**src/design/abu_pkg.sv**
```systemverilog
package abu_pkg;
    // register map; printed offsets are byte addresses of a 16-bit map
    localparam logic [15:0] ABU_ADDR_HIGH_OFS = 16'hfe0c;
    localparam logic [15:0] ABU_ADDR_LOW_OFS = 16'hfe0d;
    localparam logic [15:0] ABU_CTRL_OFS = 16'hfe0e;
    localparam logic [15:0] ABU_STOP_WAIT_OFS = 16'hfe10;
    // field positions
    localparam int ABU_ENABLE_BIT = 7;
    localparam int ABU_ACTIVE_BIT = 6;
    localparam int ABU_STOP_WAIT_BIT = 1;
    // reset values
    localparam logic [7:0] ABU_ADDR_RESET = 8'h00;
    // vectors and opcodes
    localparam logic [15:0] ABU_VEC_USER = 16'hfffc;
    localparam logic [15:0] ABU_VEC_MONITOR = 16'hfefc;
    localparam logic [7:0] ABU_SW_INT_OPCODE = 8'h83;
    typedef enum logic [1:0] {
        ABU_IDLE = 2'b00,
        ABU_PEND = 2'b01,
        ABU_BREAK = 2'b10
    } abu_state_t;
endpackage : abu_pkg

```
**src/design/abu_break_unit.sv**
```systemverilog
// How it works
// - break loads interrupt opcode, vector per mode
// - break starts at instruction end, immediate if last
// - dma holds off while break serviced
// - dma address match breaks at instruction end
// - dma releases buses at next address boundary or at break start
// - dma keeps arbitrating during break
// - dma resumes after break ends
// - timer counter frozen during break
// - watchdog suppressed in break with high voltage
// - enable bit 7 gates address match breaks
// - active bit set on match, reset clears
// - writing one to active bit raises break
// - address registers hold match, reset zero
// - comparison and dma work in wait mode
// - stop/wait flag set on dma match in wait
// - dma write to control in wait sets stop/wait flag
// - writing zero clears stop/wait flag
// - break in stop mode exits stop, sets flag
// - address match asserts breakpoint request
// - return from interrupt ends the break
module abu_break_unit
    import abu_pkg::*;
(
    // clock and reset
    input wire logic core_clk,
    input wire logic rst_n,
    // register port
    input wire logic [15:0] reg_addr,
    input wire logic [7:0] reg_wdata,
    input wire logic reg_wr,
    input wire logic reg_rd,
    input wire logic reg_from_dma,
    output logic [7:0] reg_rdata,
    // internal address bus
    input wire logic [15:0] bus_addr,
    input wire logic bus_addr_valid,
    input wire logic bus_from_dma,
    // cpu sequencing
    input wire logic cpu_last_cycle,
    input wire logic cpu_return_exec,
    input wire logic monitor_mode,
    output logic breakpoint_request,
    output logic cpu_break_start,
    output logic [7:0] cpu_load_opcode,
    output logic [15:0] cpu_vector_addr,
    // power modes
    input wire logic wait_mode,
    input wire logic stop_mode,
    output logic stop_exit,
    // dma control
    input wire logic dma_addr_boundary,
    output logic dma_hold,
    output logic dma_arbitrate_en,
    // timer and watchdog
    input wire logic rst_pin_high_volt,
    output logic timer_freeze,
    output logic watchdog_suppress
);
    import abu_pkg::*;

    logic [7:0] addr_high_q;
    logic [7:0] addr_low_q;
    logic enable_q;
    logic active_q;
    logic stop_wait_q;
    logic [2:0] hv_sync_q;
    logic hv_q;
    abu_state_t state_q;
    abu_state_t state_d;
    logic hold_q;

    logic wr_high;
    logic wr_low;
    logic wr_ctrl;
    logic wr_stop_wait;
    logic addr_match;
    logic sw_break;
    logic break_event;

    assign wr_high = reg_wr && (reg_addr == ABU_ADDR_HIGH_OFS);
    assign wr_low = reg_wr && (reg_addr == ABU_ADDR_LOW_OFS);
    assign wr_ctrl = reg_wr && (reg_addr == ABU_CTRL_OFS);
    assign wr_stop_wait = reg_wr && (reg_addr == ABU_STOP_WAIT_OFS);

    // comparator stays live in wait mode so dma traffic can break
    assign addr_match = enable_q && bus_addr_valid
        && (bus_addr == {addr_high_q, addr_low_q});
    assign sw_break = wr_ctrl && reg_wdata[ABU_ACTIVE_BIT];
    assign break_event = addr_match || sw_break;

    always_ff @(posedge core_clk) begin
        if (!rst_n) begin
            addr_high_q <= ABU_ADDR_RESET;
            addr_low_q <= ABU_ADDR_RESET;
        end else begin
            if (wr_high) begin
                addr_high_q <= reg_wdata;
            end
            if (wr_low) begin
                addr_low_q <= reg_wdata;
            end
        end
    end

    always_ff @(posedge core_clk) begin
        if (!rst_n) begin
            enable_q <= 1'b0;
        end else if (wr_ctrl) begin
            enable_q <= reg_wdata[ABU_ENABLE_BIT];
        end
    end

    // a match in the clearing cycle wins over the software clear
    always_ff @(posedge core_clk) begin
        if (!rst_n) begin
            active_q <= 1'b0;
        end else if (break_event) begin
            active_q <= 1'b1;
        end else if (wr_ctrl) begin
            active_q <= 1'b0;
        end
    end

    always_ff @(posedge core_clk) begin
        if (!rst_n) begin
            stop_wait_q <= 1'b0;
        end else if ((addr_match && bus_from_dma && wait_mode)
                     || (wr_ctrl && reg_from_dma && wait_mode)
                     || (break_event && stop_mode)) begin
            stop_wait_q <= 1'b1;
        end else if (wr_stop_wait && !reg_wdata[ABU_STOP_WAIT_BIT]) begin
            stop_wait_q <= 1'b0;
        end
    end

    // routine reads the stop/wait flag to decide on returning to wait
    always_ff @(posedge core_clk) begin
        if (!rst_n) begin
            reg_rdata <= 8'h00;
        end else if (reg_rd) begin
            unique case (reg_addr)
                ABU_ADDR_HIGH_OFS: reg_rdata <= addr_high_q;
                ABU_ADDR_LOW_OFS: reg_rdata <= addr_low_q;
                ABU_CTRL_OFS: reg_rdata <= {enable_q, active_q, 6'h00};
                ABU_STOP_WAIT_OFS: reg_rdata <= {6'h00, stop_wait_q, 1'b0};
                default: reg_rdata <= 8'h00;
            endcase
        end else begin
            reg_rdata <= 8'h00;
        end
    end

    // high-voltage detect is a pin: three flops, act when last two agree
    always_ff @(posedge core_clk) begin
        if (!rst_n) begin
            hv_sync_q <= 3'h0;
            hv_q <= 1'b0;
        end else begin
            hv_sync_q <= {hv_sync_q[1:0], rst_pin_high_volt};
            if (hv_sync_q[1] == hv_sync_q[2]) begin
                hv_q <= hv_sync_q[2];
            end
        end
    end

    // break sequencer
    always_comb begin
        state_d = state_q;
        unique case (state_q)
            ABU_IDLE: begin
                if (break_event) begin
                    state_d = cpu_last_cycle ? ABU_BREAK : ABU_PEND;
                end
            end
            ABU_PEND: begin
                if (cpu_last_cycle) begin
                    state_d = ABU_BREAK;
                end
            end
            ABU_BREAK: begin
                if (cpu_return_exec) begin
                    state_d = ABU_IDLE;
                end
            end
            default: state_d = ABU_IDLE;
        endcase
    end

    always_ff @(posedge core_clk) begin
        if (!rst_n) begin
            state_q <= ABU_IDLE;
        end else begin
            state_q <= state_d;
        end
    end

    // while a break is pending dma keeps its bus until an address boundary; break entry holds it at once
    always_ff @(posedge core_clk) begin
        if (!rst_n) begin
            hold_q <= 1'b0;
        end else if (state_d == ABU_IDLE) begin
            hold_q <= 1'b0;
        end else if (dma_addr_boundary || state_d == ABU_BREAK) begin
            hold_q <= 1'b1;
        end
    end

    assign breakpoint_request = (state_q != ABU_IDLE);
    assign cpu_break_start = (state_q != ABU_BREAK) && (state_d == ABU_BREAK);
    assign cpu_load_opcode = ABU_SW_INT_OPCODE;
    assign cpu_vector_addr = monitor_mode ? ABU_VEC_MONITOR : ABU_VEC_USER;
    assign dma_hold = hold_q || (state_q == ABU_BREAK);
    assign dma_arbitrate_en = 1'b1;
    assign timer_freeze = (state_q == ABU_BREAK);
    assign watchdog_suppress = (state_q == ABU_BREAK) && hv_q;
    assign stop_exit = stop_mode && break_event;

    // break entry and exit
    chk_break_end: assert property (@(posedge core_clk) disable iff (!rst_n)
        state_q == ABU_BREAK && cpu_return_exec |=> state_q == ABU_IDLE)
        else $error("break did not end on return");

    chk_immediate_start: assert property (@(posedge core_clk) disable iff (!rst_n)
        state_q == ABU_IDLE && break_event && cpu_last_cycle |=> timer_freeze)
        else $error("break not immediate on last cycle");

    chk_pend_wait: assert property (@(posedge core_clk) disable iff (!rst_n)
        state_q == ABU_PEND && !cpu_last_cycle |=> !timer_freeze)
        else $error("break began before instruction end");

    chk_pend_start: assert property (@(posedge core_clk) disable iff (!rst_n)
        state_q == ABU_PEND && cpu_last_cycle |-> cpu_break_start)
        else $error("pending break missed instruction end");

    chk_start_pulse: assert property (@(posedge core_clk) disable iff (!rst_n)
        cpu_break_start |=> !cpu_break_start && timer_freeze)
        else $error("break start not a single pulse");

    // vector and opcode handed to the cpu
    chk_vector_user: assert property (@(posedge core_clk) disable iff (!rst_n)
        cpu_break_start && !monitor_mode |-> cpu_vector_addr == ABU_VEC_USER)
        else $error("wrong user break vector");

    chk_vector_monitor: assert property (@(posedge core_clk) disable iff (!rst_n)
        cpu_break_start && monitor_mode |-> cpu_vector_addr == ABU_VEC_MONITOR)
        else $error("wrong monitor break vector");

    chk_opcode_load: assert property (@(posedge core_clk) disable iff (!rst_n)
        cpu_break_start |-> cpu_load_opcode == ABU_SW_INT_OPCODE)
        else $error("wrong opcode on break entry");

    // dma behaviour around a break
    chk_dma_quiet: assert property (@(posedge core_clk) disable iff (!rst_n)
        timer_freeze |-> dma_hold)
        else $error("dma not held during break");

    chk_break_hold: assert property (@(posedge core_clk) disable iff (!rst_n)
        state_q == ABU_BREAK |-> dma_hold)
        else $error("dma free in break state");

    chk_dma_match_pend: assert property (@(posedge core_clk) disable iff (!rst_n)
        addr_match && bus_from_dma && state_q == ABU_IDLE && !cpu_last_cycle
        |=> breakpoint_request && !timer_freeze)
        else $error("dma match did not wait for instruction end");

    chk_boundary_hold: assert property (@(posedge core_clk) disable iff (!rst_n)
        state_q == ABU_PEND && dma_addr_boundary |=> dma_hold)
        else $error("dma kept bus past boundary");

    chk_arbitrate_on: assert property (@(posedge core_clk) disable iff (!rst_n)
        timer_freeze |-> dma_arbitrate_en)
        else $error("dma arbitration stopped in break");

    chk_dma_resume: assert property (@(posedge core_clk) disable iff (!rst_n)
        state_q == ABU_BREAK && cpu_return_exec |=> !dma_hold)
        else $error("dma not resumed after break");

    chk_idle_released: assert property (@(posedge core_clk) disable iff (!rst_n)
        !breakpoint_request |-> !dma_hold && !timer_freeze && !watchdog_suppress)
        else $error("break outputs high while idle");

    // timer and watchdog
    chk_timer_freeze: assert property (@(posedge core_clk) disable iff (!rst_n)
        timer_freeze |-> breakpoint_request && dma_hold)
        else $error("timer frozen outside break");

    chk_wdog: assert property (@(posedge core_clk) disable iff (!rst_n)
        watchdog_suppress |-> timer_freeze && hv_q)
        else $error("watchdog suppressed outside break");

    chk_wdog_on: assert property (@(posedge core_clk) disable iff (!rst_n)
        timer_freeze && hv_q |-> watchdog_suppress)
        else $error("watchdog not suppressed in break");

    chk_hv_ignored: assert property (@(posedge core_clk) disable iff (!rst_n)
        !hv_q |-> !watchdog_suppress)
        else $error("watchdog suppressed without high voltage");

    // control and address registers
    chk_active_set: assert property (@(posedge core_clk) disable iff (!rst_n)
        addr_match |=> active_q)
        else $error("active flag missed match");

    chk_active_read: assert property (@(posedge core_clk) disable iff (!rst_n)
        reg_rd && reg_addr == ABU_CTRL_OFS |=> reg_rdata[ABU_ACTIVE_BIT] == $past(active_q))
        else $error("active flag read back wrong");

    chk_sw_break: assert property (@(posedge core_clk) disable iff (!rst_n)
        sw_break && state_q == ABU_IDLE |=> breakpoint_request)
        else $error("software break not raised");

    chk_sw_active: assert property (@(posedge core_clk) disable iff (!rst_n)
        sw_break |=> active_q)
        else $error("software break did not set active flag");

    chk_active_clear: assert property (@(posedge core_clk) disable iff (!rst_n)
        wr_ctrl && !reg_wdata[ABU_ACTIVE_BIT] && !addr_match |=> !active_q)
        else $error("active flag not cleared");

    chk_disabled_match: assert property (@(posedge core_clk) disable iff (!rst_n)
        !enable_q |-> !addr_match)
        else $error("match while disabled");

    chk_enable_set: assert property (@(posedge core_clk) disable iff (!rst_n)
        wr_ctrl && reg_wdata[ABU_ENABLE_BIT] |=> enable_q)
        else $error("enable bit not set");

    chk_enable_clear: assert property (@(posedge core_clk) disable iff (!rst_n)
        wr_ctrl && !reg_wdata[ABU_ENABLE_BIT] |=> !enable_q)
        else $error("enable bit not cleared");

    chk_addr_high_load: assert property (@(posedge core_clk) disable iff (!rst_n)
        wr_high |=> addr_high_q == $past(reg_wdata))
        else $error("high address byte not loaded");

    chk_addr_low_load: assert property (@(posedge core_clk) disable iff (!rst_n)
        wr_low |=> addr_low_q == $past(reg_wdata))
        else $error("low address byte not loaded");

    // wait and stop modes, and the breakpoint request on a match
    chk_wait_compare: assert property (@(posedge core_clk) disable iff (!rst_n)
        addr_match && wait_mode && !cpu_return_exec |=> breakpoint_request)
        else $error("no break on match in wait");

    chk_dma_wait_flag: assert property (@(posedge core_clk) disable iff (!rst_n)
        addr_match && bus_from_dma && wait_mode |=> stop_wait_q)
        else $error("stop wait flag missed dma match");

    chk_stop_wait_dma: assert property (@(posedge core_clk) disable iff (!rst_n)
        wr_ctrl && reg_from_dma && wait_mode |=> stop_wait_q)
        else $error("stop wait flag not set");

    chk_stop_wait_clear: assert property (@(posedge core_clk) disable iff (!rst_n)
        wr_stop_wait && !reg_wdata[ABU_STOP_WAIT_BIT] && !break_event && !wait_mode
        |=> !stop_wait_q)
        else $error("stop wait flag not cleared");

    chk_stop_exit: assert property (@(posedge core_clk) disable iff (!rst_n)
        stop_mode && break_event |-> stop_exit ##1 stop_wait_q)
        else $error("stop exit missing");

    chk_stop_exit_only: assert property (@(posedge core_clk) disable iff (!rst_n)
        stop_exit |-> stop_mode && break_event)
        else $error("stop exit without break in stop");

    chk_request_match: assert property (@(posedge core_clk) disable iff (!rst_n)
        addr_match && !cpu_return_exec |=> breakpoint_request)
        else $error("match raised no breakpoint request");

    // main scenarios
    cov_cpu_match: cover property (@(posedge core_clk) disable iff (!rst_n)
        addr_match && !bus_from_dma ##[1:20] cpu_return_exec);
    cov_pend_break: cover property (@(posedge core_clk) disable iff (!rst_n)
        state_q == ABU_PEND ##1 cpu_break_start);
    cov_dma_wait: cover property (@(posedge core_clk) disable iff (!rst_n)
        addr_match && bus_from_dma && wait_mode);
    cov_sw_break: cover property (@(posedge core_clk) disable iff (!rst_n)
        sw_break ##[1:10] cpu_break_start);
    cov_stop: cover property (@(posedge core_clk) disable iff (!rst_n) stop_exit);
endmodule : abu_break_unit

```
**config.mk**
```make
export PLATFORM = sky130hd
export DESIGN_NAME = abu_break_unit
export DESIGN_NICKNAME = d
export VERILOG_FILES = /design/src/design/abu_pkg.sv /design/src/design/abu_break_unit.sv
export SDC_FILE = /design/constraint.sdc
export NUM_CORES = 1
export LEC_CHECK = 0
export BUFFER_PORTS_ARGS = -buffer_cell sky130_fd_sc_hd__buf_2
export CORE_MARGIN = 5
export CORE_UTILIZATION = 40
export CTS_CLUSTER_DIAMETER = 80
export DETAILED_ROUTE_END_ITERATION = 10
export HOLD_SLACK_MARGIN = 0.08
export PLACE_DENSITY_LB_ADDON = 0.08
export SYNTH_ARGS = -nofsm -noshare
export SYNTH_HDL_FRONTEND = slang
export SYNTH_SLANG_ARGS = --single-unit
```
**constraint.sdc**
```tcl
create_clock -name core_clk -period 1.7 [get_ports core_clk]
set_input_delay 0.17 -clock core_clk [delete_from_list [all_inputs] [get_ports core_clk]]
set_output_delay 0.17 -clock core_clk [all_outputs]
set_load 0.01 [all_outputs]
```
==> results.md, run 1 <==
- Run status: finished with violations
- Failing checks: negative setup slack
- Die X: between 70 and 80 um
- Final Cycle Share: 106.2%
- Worst hold slack: 0.09763 ns
- Ys async rst share: 0%
- Reg2reg end: hold_q
- CTS Buf Count: 5
- Critical Path RT: 1.53 ns
- Crit path time final: 1.805 ns
- Compound-Gate Fraction of Synth Area: a little over an eighth
- Synthesized area: ~1800 sq um
- Initial DRT Pass Iterations: 4
- Iteration-0 DRC Markers: 80
- R2R cell count: 8
- CTS max path bufs: 2
- Final worst slack: -0.1050 ns
- Hold Path Sink: hv_sync_q[0]
- Synth Instances: 205
- Most common cell after layout, fill and taps aside: buf_2
- IO buf count: a little under 70
- Clk root buf: clkbuf_8
- Largest net degree at the start of global routing: 20
- Htree depth: 2
- Cell leakage power: roughly 1.0 nW
- Vias in the first global route: roughly 1.6k
- Layout Nets: 343
- Worst skew pair latency: roughly 0.28 ns
- Detail Route Antenna Nets: 0
- Non-filler instance count after layout: ~340
- Placed cells: between 300 and 400
- Crit path max fanout: 3
- Final Skew: ~0.0053 ns
- HP Start: rst_pin_high_volt
- Ant diodes: 0
- Commonest non-fill, non-tap cells in the layout: buf_2 (68), dfxtp_1 (27), conb_1 (24)
- Largest family of logic cells by synthesized area: simple AND/OR/NAND/NOR gates
- Netlist cell types: slightly above 40
- Avg WL per Cell: 13.06 um
- DR vias: 1637
- EDFF count, synth: 0
- Crit path launch type: flip-flop
- Rows: 24
- Synth Flop Type: dfxtp_1
- Total power draw: 1.572 mW
- Post-Synth XOR/XNOR Area: under 10%
- Die Ht: about 77 um
- Die footprint: 5882 sq um
- Post-Synth Simple-Gate Area: 26.02%
- CTS tree: done
- Post-synthesis sequential area ratio: a little under two fifths
- RSZ-0062 raised after global routing: true
- Max cap viols: 0
- Remaining Overflow, GRT: 0
- Max Transition Viols Final: 0
- CP endpoint kind: output port
- Post-route design area: between 2000 and 2500 sq um
- Synth Warn #: 0
- Max Fclk: 554.0 MHz
- TritonCTS Sinks: 34
- HP Class: in -> reg
- Arrival time of the worst setup path: about 1.6 ns
- Hold depth: 2
- Placed Area: between 2000 and 2500 sq um
- PD cells: ~670 nW/um^2
- Num ports: 93
- FF+latch count, synth: 34
- Final Hold Vio Count: 0
- Worst r2r src: addr_high_q[3]
- # DRC: 0
- GRT Util Overall: about 15%
- Syn_area_per_cell: between 8 and 9 sq um
- Final wirelength: between 4 and 5 mm
- # setup viols final: 2
- Wire length of the first global-routing pass: 7.203 mm
- Synth Area in Adders: 0%
- Vias/cell: about 4.8
- Peak supply drop: 518.2 uV
- Area of the core: around 4300 sq um
- Initial Util: between 40% and 50%
- Initial antenna violation count: 0
- Crit Path Category: reg -> out
- Clock transition at path regs: roughly 0.070 ns
- Fill count: 436
- Multiplexer share of the synthesized area: less than 1%
- Area Overhead vs Synth: 31.93%
- R2R Setup Slk: around 0.090 ns
- GP Congestion: approximately 0.76
- Detailed placer's ending HPWL: ~3.4 mm
- Layout cells sized above 1: a little over two fifths
## final cells by class
cell class	instances	area (sq um)	area share, %
clock inverters	1	5.005	0.2132
flip-flops and latches	34	689.4	29.37
well taps	52	65.06	2.772
repair buffers	87	483.0	20.58
inverters	3	11.26	0.4797
multi-input cells	158	1007	42.91
clock buffers	7	86.33	3.678
## flip-flops by register name, indices dropped and copies added (netlist names), 2 cells and up
| signal | count |
|---|---|
| hv_sync_q | 3 |
| state_q | 2 |
| addr_low_q | 8 |
| reg_rdata | 8 |
| addr_high_q | 8 |
## synthesized netlist by cell type (all sizes together) (2+ instances only)
library cell	n	share of area, %
nor4	2	1.5
a22oi	5	2.1
xnor2	13	6.4
or4b	2	1.1
inv	3	0.63
and3	3	1.1
and2	5	1.8
clkbuf	3	0.63
a21oi	18	5.1
dfxtp	34	38
or2	2	0.70
conb	2	0.42
nor2	14	3.0
nand2	21	4.4
buf	29	13
a41o	2	1.1
nor3	3	0.84
a222oi	3	1.7
xor2	3	1.5
nand4	4	1.4
nand2b	2	0.84
nand3	18	5.1
## worst max-delay path, stage by stage (launching register included)
cell	delay, ns
dfxtp_2	0.36
xnor2_2	0.11
nand4_1	0.15
nor2_2	0.19
a32oi_2	0.16
nand2b_2	0.11
and3_1	0.15
buf_2	0.12
## worst max path at each step
stage	from	end	slack [ns]	depth (start not counted)
2_1_floorplan	reg_addr[7]	cpu_break_start	0.01	6
3_3_place_gp	reg_addr[7]	cpu_break_start	-0.20	8
3_5_place_dp	reg_addr[7]	cpu_break_start	-0.21	8
4_1_cts	reg_addr[7]	cpu_break_start	-0.11	8
5_1_grt	addr_low_q[5]	cpu_break_start	-0.22	7
6_report	addr_high_q[3]	cpu_break_start	-0.10	7
## metal layers
layer / part of all wire [%] / vias up / GRT usage [%]
met4: 1.4 / 0 / 4.895
met3: 8.2 / 7 / 5.035
met2: 49 / 58 / 23.85
li1: - / 836 / -
met5: 0 / - / 0
met1: 42 / 736 / 18.18
## power breakdown
| part | leakage, nW | internal [mW] | switching, mW |
|---|---|---|---|
| Sequential | 0.278 | 0.799 | 0.000915 |
| Clock | 0.0482 | 0.326 | 0.279 |
| Combinational | 0.719 | 0.0769 | 0.0895 |
| Total | 1.05 | 1.20 | 0.369 |
## repair_timing
action / in CTS / in global routing
hold buffers: 0 / 0
setup endpoints to repair: 2 / 2
resized for setup: 15 / 4
buffers inserted: 3 / 3
cloned: 0 / 0
pin swaps: 10 / 5
## through the flow
| step | utilization, % | worst slack (ns) | TNS [ns] |
|---|---|---|---|
| 2_1_floorplan | - | 0.01145 | 0 |
| 3_3_place_gp | 49.28 | -0.1993 | -1.754 |
| 3_5_place_dp | 49.28 | -0.2130 | -1.786 |
| 4_1_cts | 53.07 | -0.1145 | -0.1405 |
| 5_1_grt | 54.28 | -0.2244 | -0.3666 |
| 6_report | 54.28 | -0.1050 | -0.1175 |
## kinds of logic after synthesis
| group | count (synthesis) |
|---|---|
| DFF | 34 |
| muxes | 1 |
| AOI/OAI and AO/OA | 34 |
| other | 2 |
| buffers and inverters | 35 |
| xor gates and xnor gates | 16 |
| and+or+nand+nor | 83 |
(Power assumes the default switching activity.)
==> run 2: changes to the inputs <==
Settings changed: MAX_ROUTING_LAYER set to met4.
==> run 2 against run 1 <==
Net effect:
- the flow still finishes with violations (negative setup slack)
- worst hold slack is the same
- largest power group unchanged
- wire length about the same
- combinational power is essentially flat
- worst setup slack about the same
- sequential power is essentially flat
- power about the same
- die area unchanged
- via count about the same
==> results.md, run 2 (synthesis results as in run 1) <==
- Crit path time final: around 1.8 ns
- CP endpoint kind: output port
- Total power draw: between 1.5 and 2 mW
- DR vias: 1636
- Layout cells sized above 1: about two fifths
- Sw Ratio: 23.51%
- HP Class: in -> reg
- Clock power frac: 38.5%
- PD cells: about 670 nW/um^2
- Rows: 24
- Die footprint: approximately 5900 sq um
- Biggest regs: addr_high_q: 8 flops, addr_low_q: 8 flops, reg_rdata: 8 flops
- CTS Buf Count: 5
- Crit path launch type: flip-flop
- Max cap viols: 0
- Worst skew pair latency: around 0.28 ns
- CTS max path bufs: 2
- Clock transition at path regs: 0.07 ns
- Cell leakage power: between 1 and 1.5 nW
- Commonest non-fill, non-tap cells in the layout: buf_2 (68), dfxtp_1 (27), conb_1 (24)
- Arrival time of the worst setup path: 1.64 ns
- Avg WL per Cell: ~13 um
- Largest net degree at the start of global routing: 20
- RSZ-0062 raised after global routing: true
- Area Overhead vs Synth: 31.93%
- Final Hold Vio Count: 0
- HP Start: rst_pin_high_volt
- CTS tree: done
- GRT Util Overall: 15.13%
- Failing checks: negative setup slack
- GP Congestion: between 0.7 and 0.8
- CTS hold repair buffers: 0
- Internal: between 1 and 1.5 mW
- Clk root buf: clkbuf_8
- Num ports: between 90 and 100
- Worst r2r src: addr_high_q[3]
- Hold Path Sink: hv_sync_q[0]
- Max Fclk: around 550 MHz
- Max Transition Viols Final: 0
- Critical Path RT: about 1.5 ns
- TritonCTS Sinks: 34
- Ant diodes: 0
- Final Cycle Share: 106.2%
- R2R Setup Slk: 0.09 ns
- R2R cell count: 8
- Die X: roughly 77 um
- Area of the core: between 4000 and 5000 sq um
- Sequential share of power: about 51%
- Detailed placer's ending HPWL: 3.429 mm
- Crit Path Category: reg -> out
- Remaining Overflow, GRT: 0
- Most common cell after layout, fill and taps aside: buf_2
- Reg2reg end: hold_q
- Wire length of the first global-routing pass: approximately 7.2 mm
- Layout Nets: 343
- Initial antenna violation count: 0
- Logic pwr share: 10.6%
- Final Skew: ~0.0054 ns
- Vias in the first global route: roughly 1.6k
- Run status: finished with violations
- # setup viols final: 2
- Worst hold slack: between 0.09 and 0.1 ns
- Detail Route Antenna Nets: 0
- Peak supply drop: just over 500 uV
- Setup TNS: -0.1180 ns
- Iteration-0 DRC Markers: 80
- Crit path max fanout: 3
- Final worst slack: -0.1052 ns
- # DRC: 0
- Initial Util: between 40% and 50%
- Hold depth: 2
- Vias/cell: roughly 4.8
- Initial DRT Pass Iterations: 4
- Psw: ~0.37 mW
- Htree depth: 2
- Final wirelength: about 4.5 mm
- Die Ht: ~77 um
- IO buf count: roughly 70
[run 2: cell counts in the layout (fill, tap and decap cells not counted)]
Identical to the previous run, type by type.
[run 2: critical path, stage by stage, from the launching register on]
cell and delay (ns):
dfxtp_2 0.36, xnor2_2 0.11, nand4_1 0.15, nor2_2 0.19
a32oi_2 0.16, nand2b_2 0.11, and3_1 0.15, buf_2 0.12
[run 2: repair_timing]
action | CTS | global route
pin swaps | 10 | 5
buffers inserted | 3 | 3
setup endpoints to repair | 2 | 2
gates resized for setup | 15 | 4
[run 2: through the flow]
step                instances  area (sq um)  setup WS [ns]  util [%]
floorplan                 227          1862        0.01145         -
global placement          328          2131        -0.1993     49.28
detailed placement        328          2131        -0.2130     49.28
CTS                       339          2295        -0.1145     53.07
global route              342          2347        -0.2244     54.28
finish                    342          2347        -0.1052     54.28
[run 2: worst max path at each step]
stage	startpoint	slack, ns	endpoint
after CTS	reg_addr[7]	-0.11	cpu_break_start
after detailed placement	reg_addr[7]	-0.21	cpu_break_start
final	addr_high_q[3]	-0.11	cpu_break_start
after global placement	reg_addr[7]	-0.20	cpu_break_start
after floorplan	reg_addr[7]	0.01	cpu_break_start
after global routing	addr_low_q[5]	-0.22	cpu_break_start
[run 2: per-layer routing]
| metal | vias up | wire, um | global-route usage, % |
|---|---|---|---|
| li1 | 836 | - | - |
| met1 | 735 | 1871 | 18.25 |
| met2 | 58 | 2167 | 23.85 |
| met3 | 7 | 363 | 4.918 |
| met4 | 0 | 64 | 4.895 |
| met5 | - | 0 | - |
[run 2: final cells by class]
| cell class | instances | area (sq um) |
|---|---|---|
| Inverter | 3 | 11.26 |
| Clock inverter | 1 | 5.005 |
| Sequential cell | 34 | 689.4 |
| Clock buffer | 7 | 86.33 |
| Tap cell | 52 | 65.06 |
| Timing Repair Buffer | 87 | 483.0 |
| Fill cell | 436 | 1977 |
| Multi-Input combinational cell | 158 | 1007 |
[run 2: power groups by stage]
stage | Combinational (mW) | Clock [mW] | Sequential [mW]
after floorplan | 0.108 | 0 | 0.818
after global placement | 0.156 | 0 | 0.818
after detailed placement | 0.155 | 0 | 0.818
after CTS | 0.162 | 0.629 | 0.800
after global routing | 0.184 | 0.664 | 0.800
final | 0.166 | 0.606 | 0.800
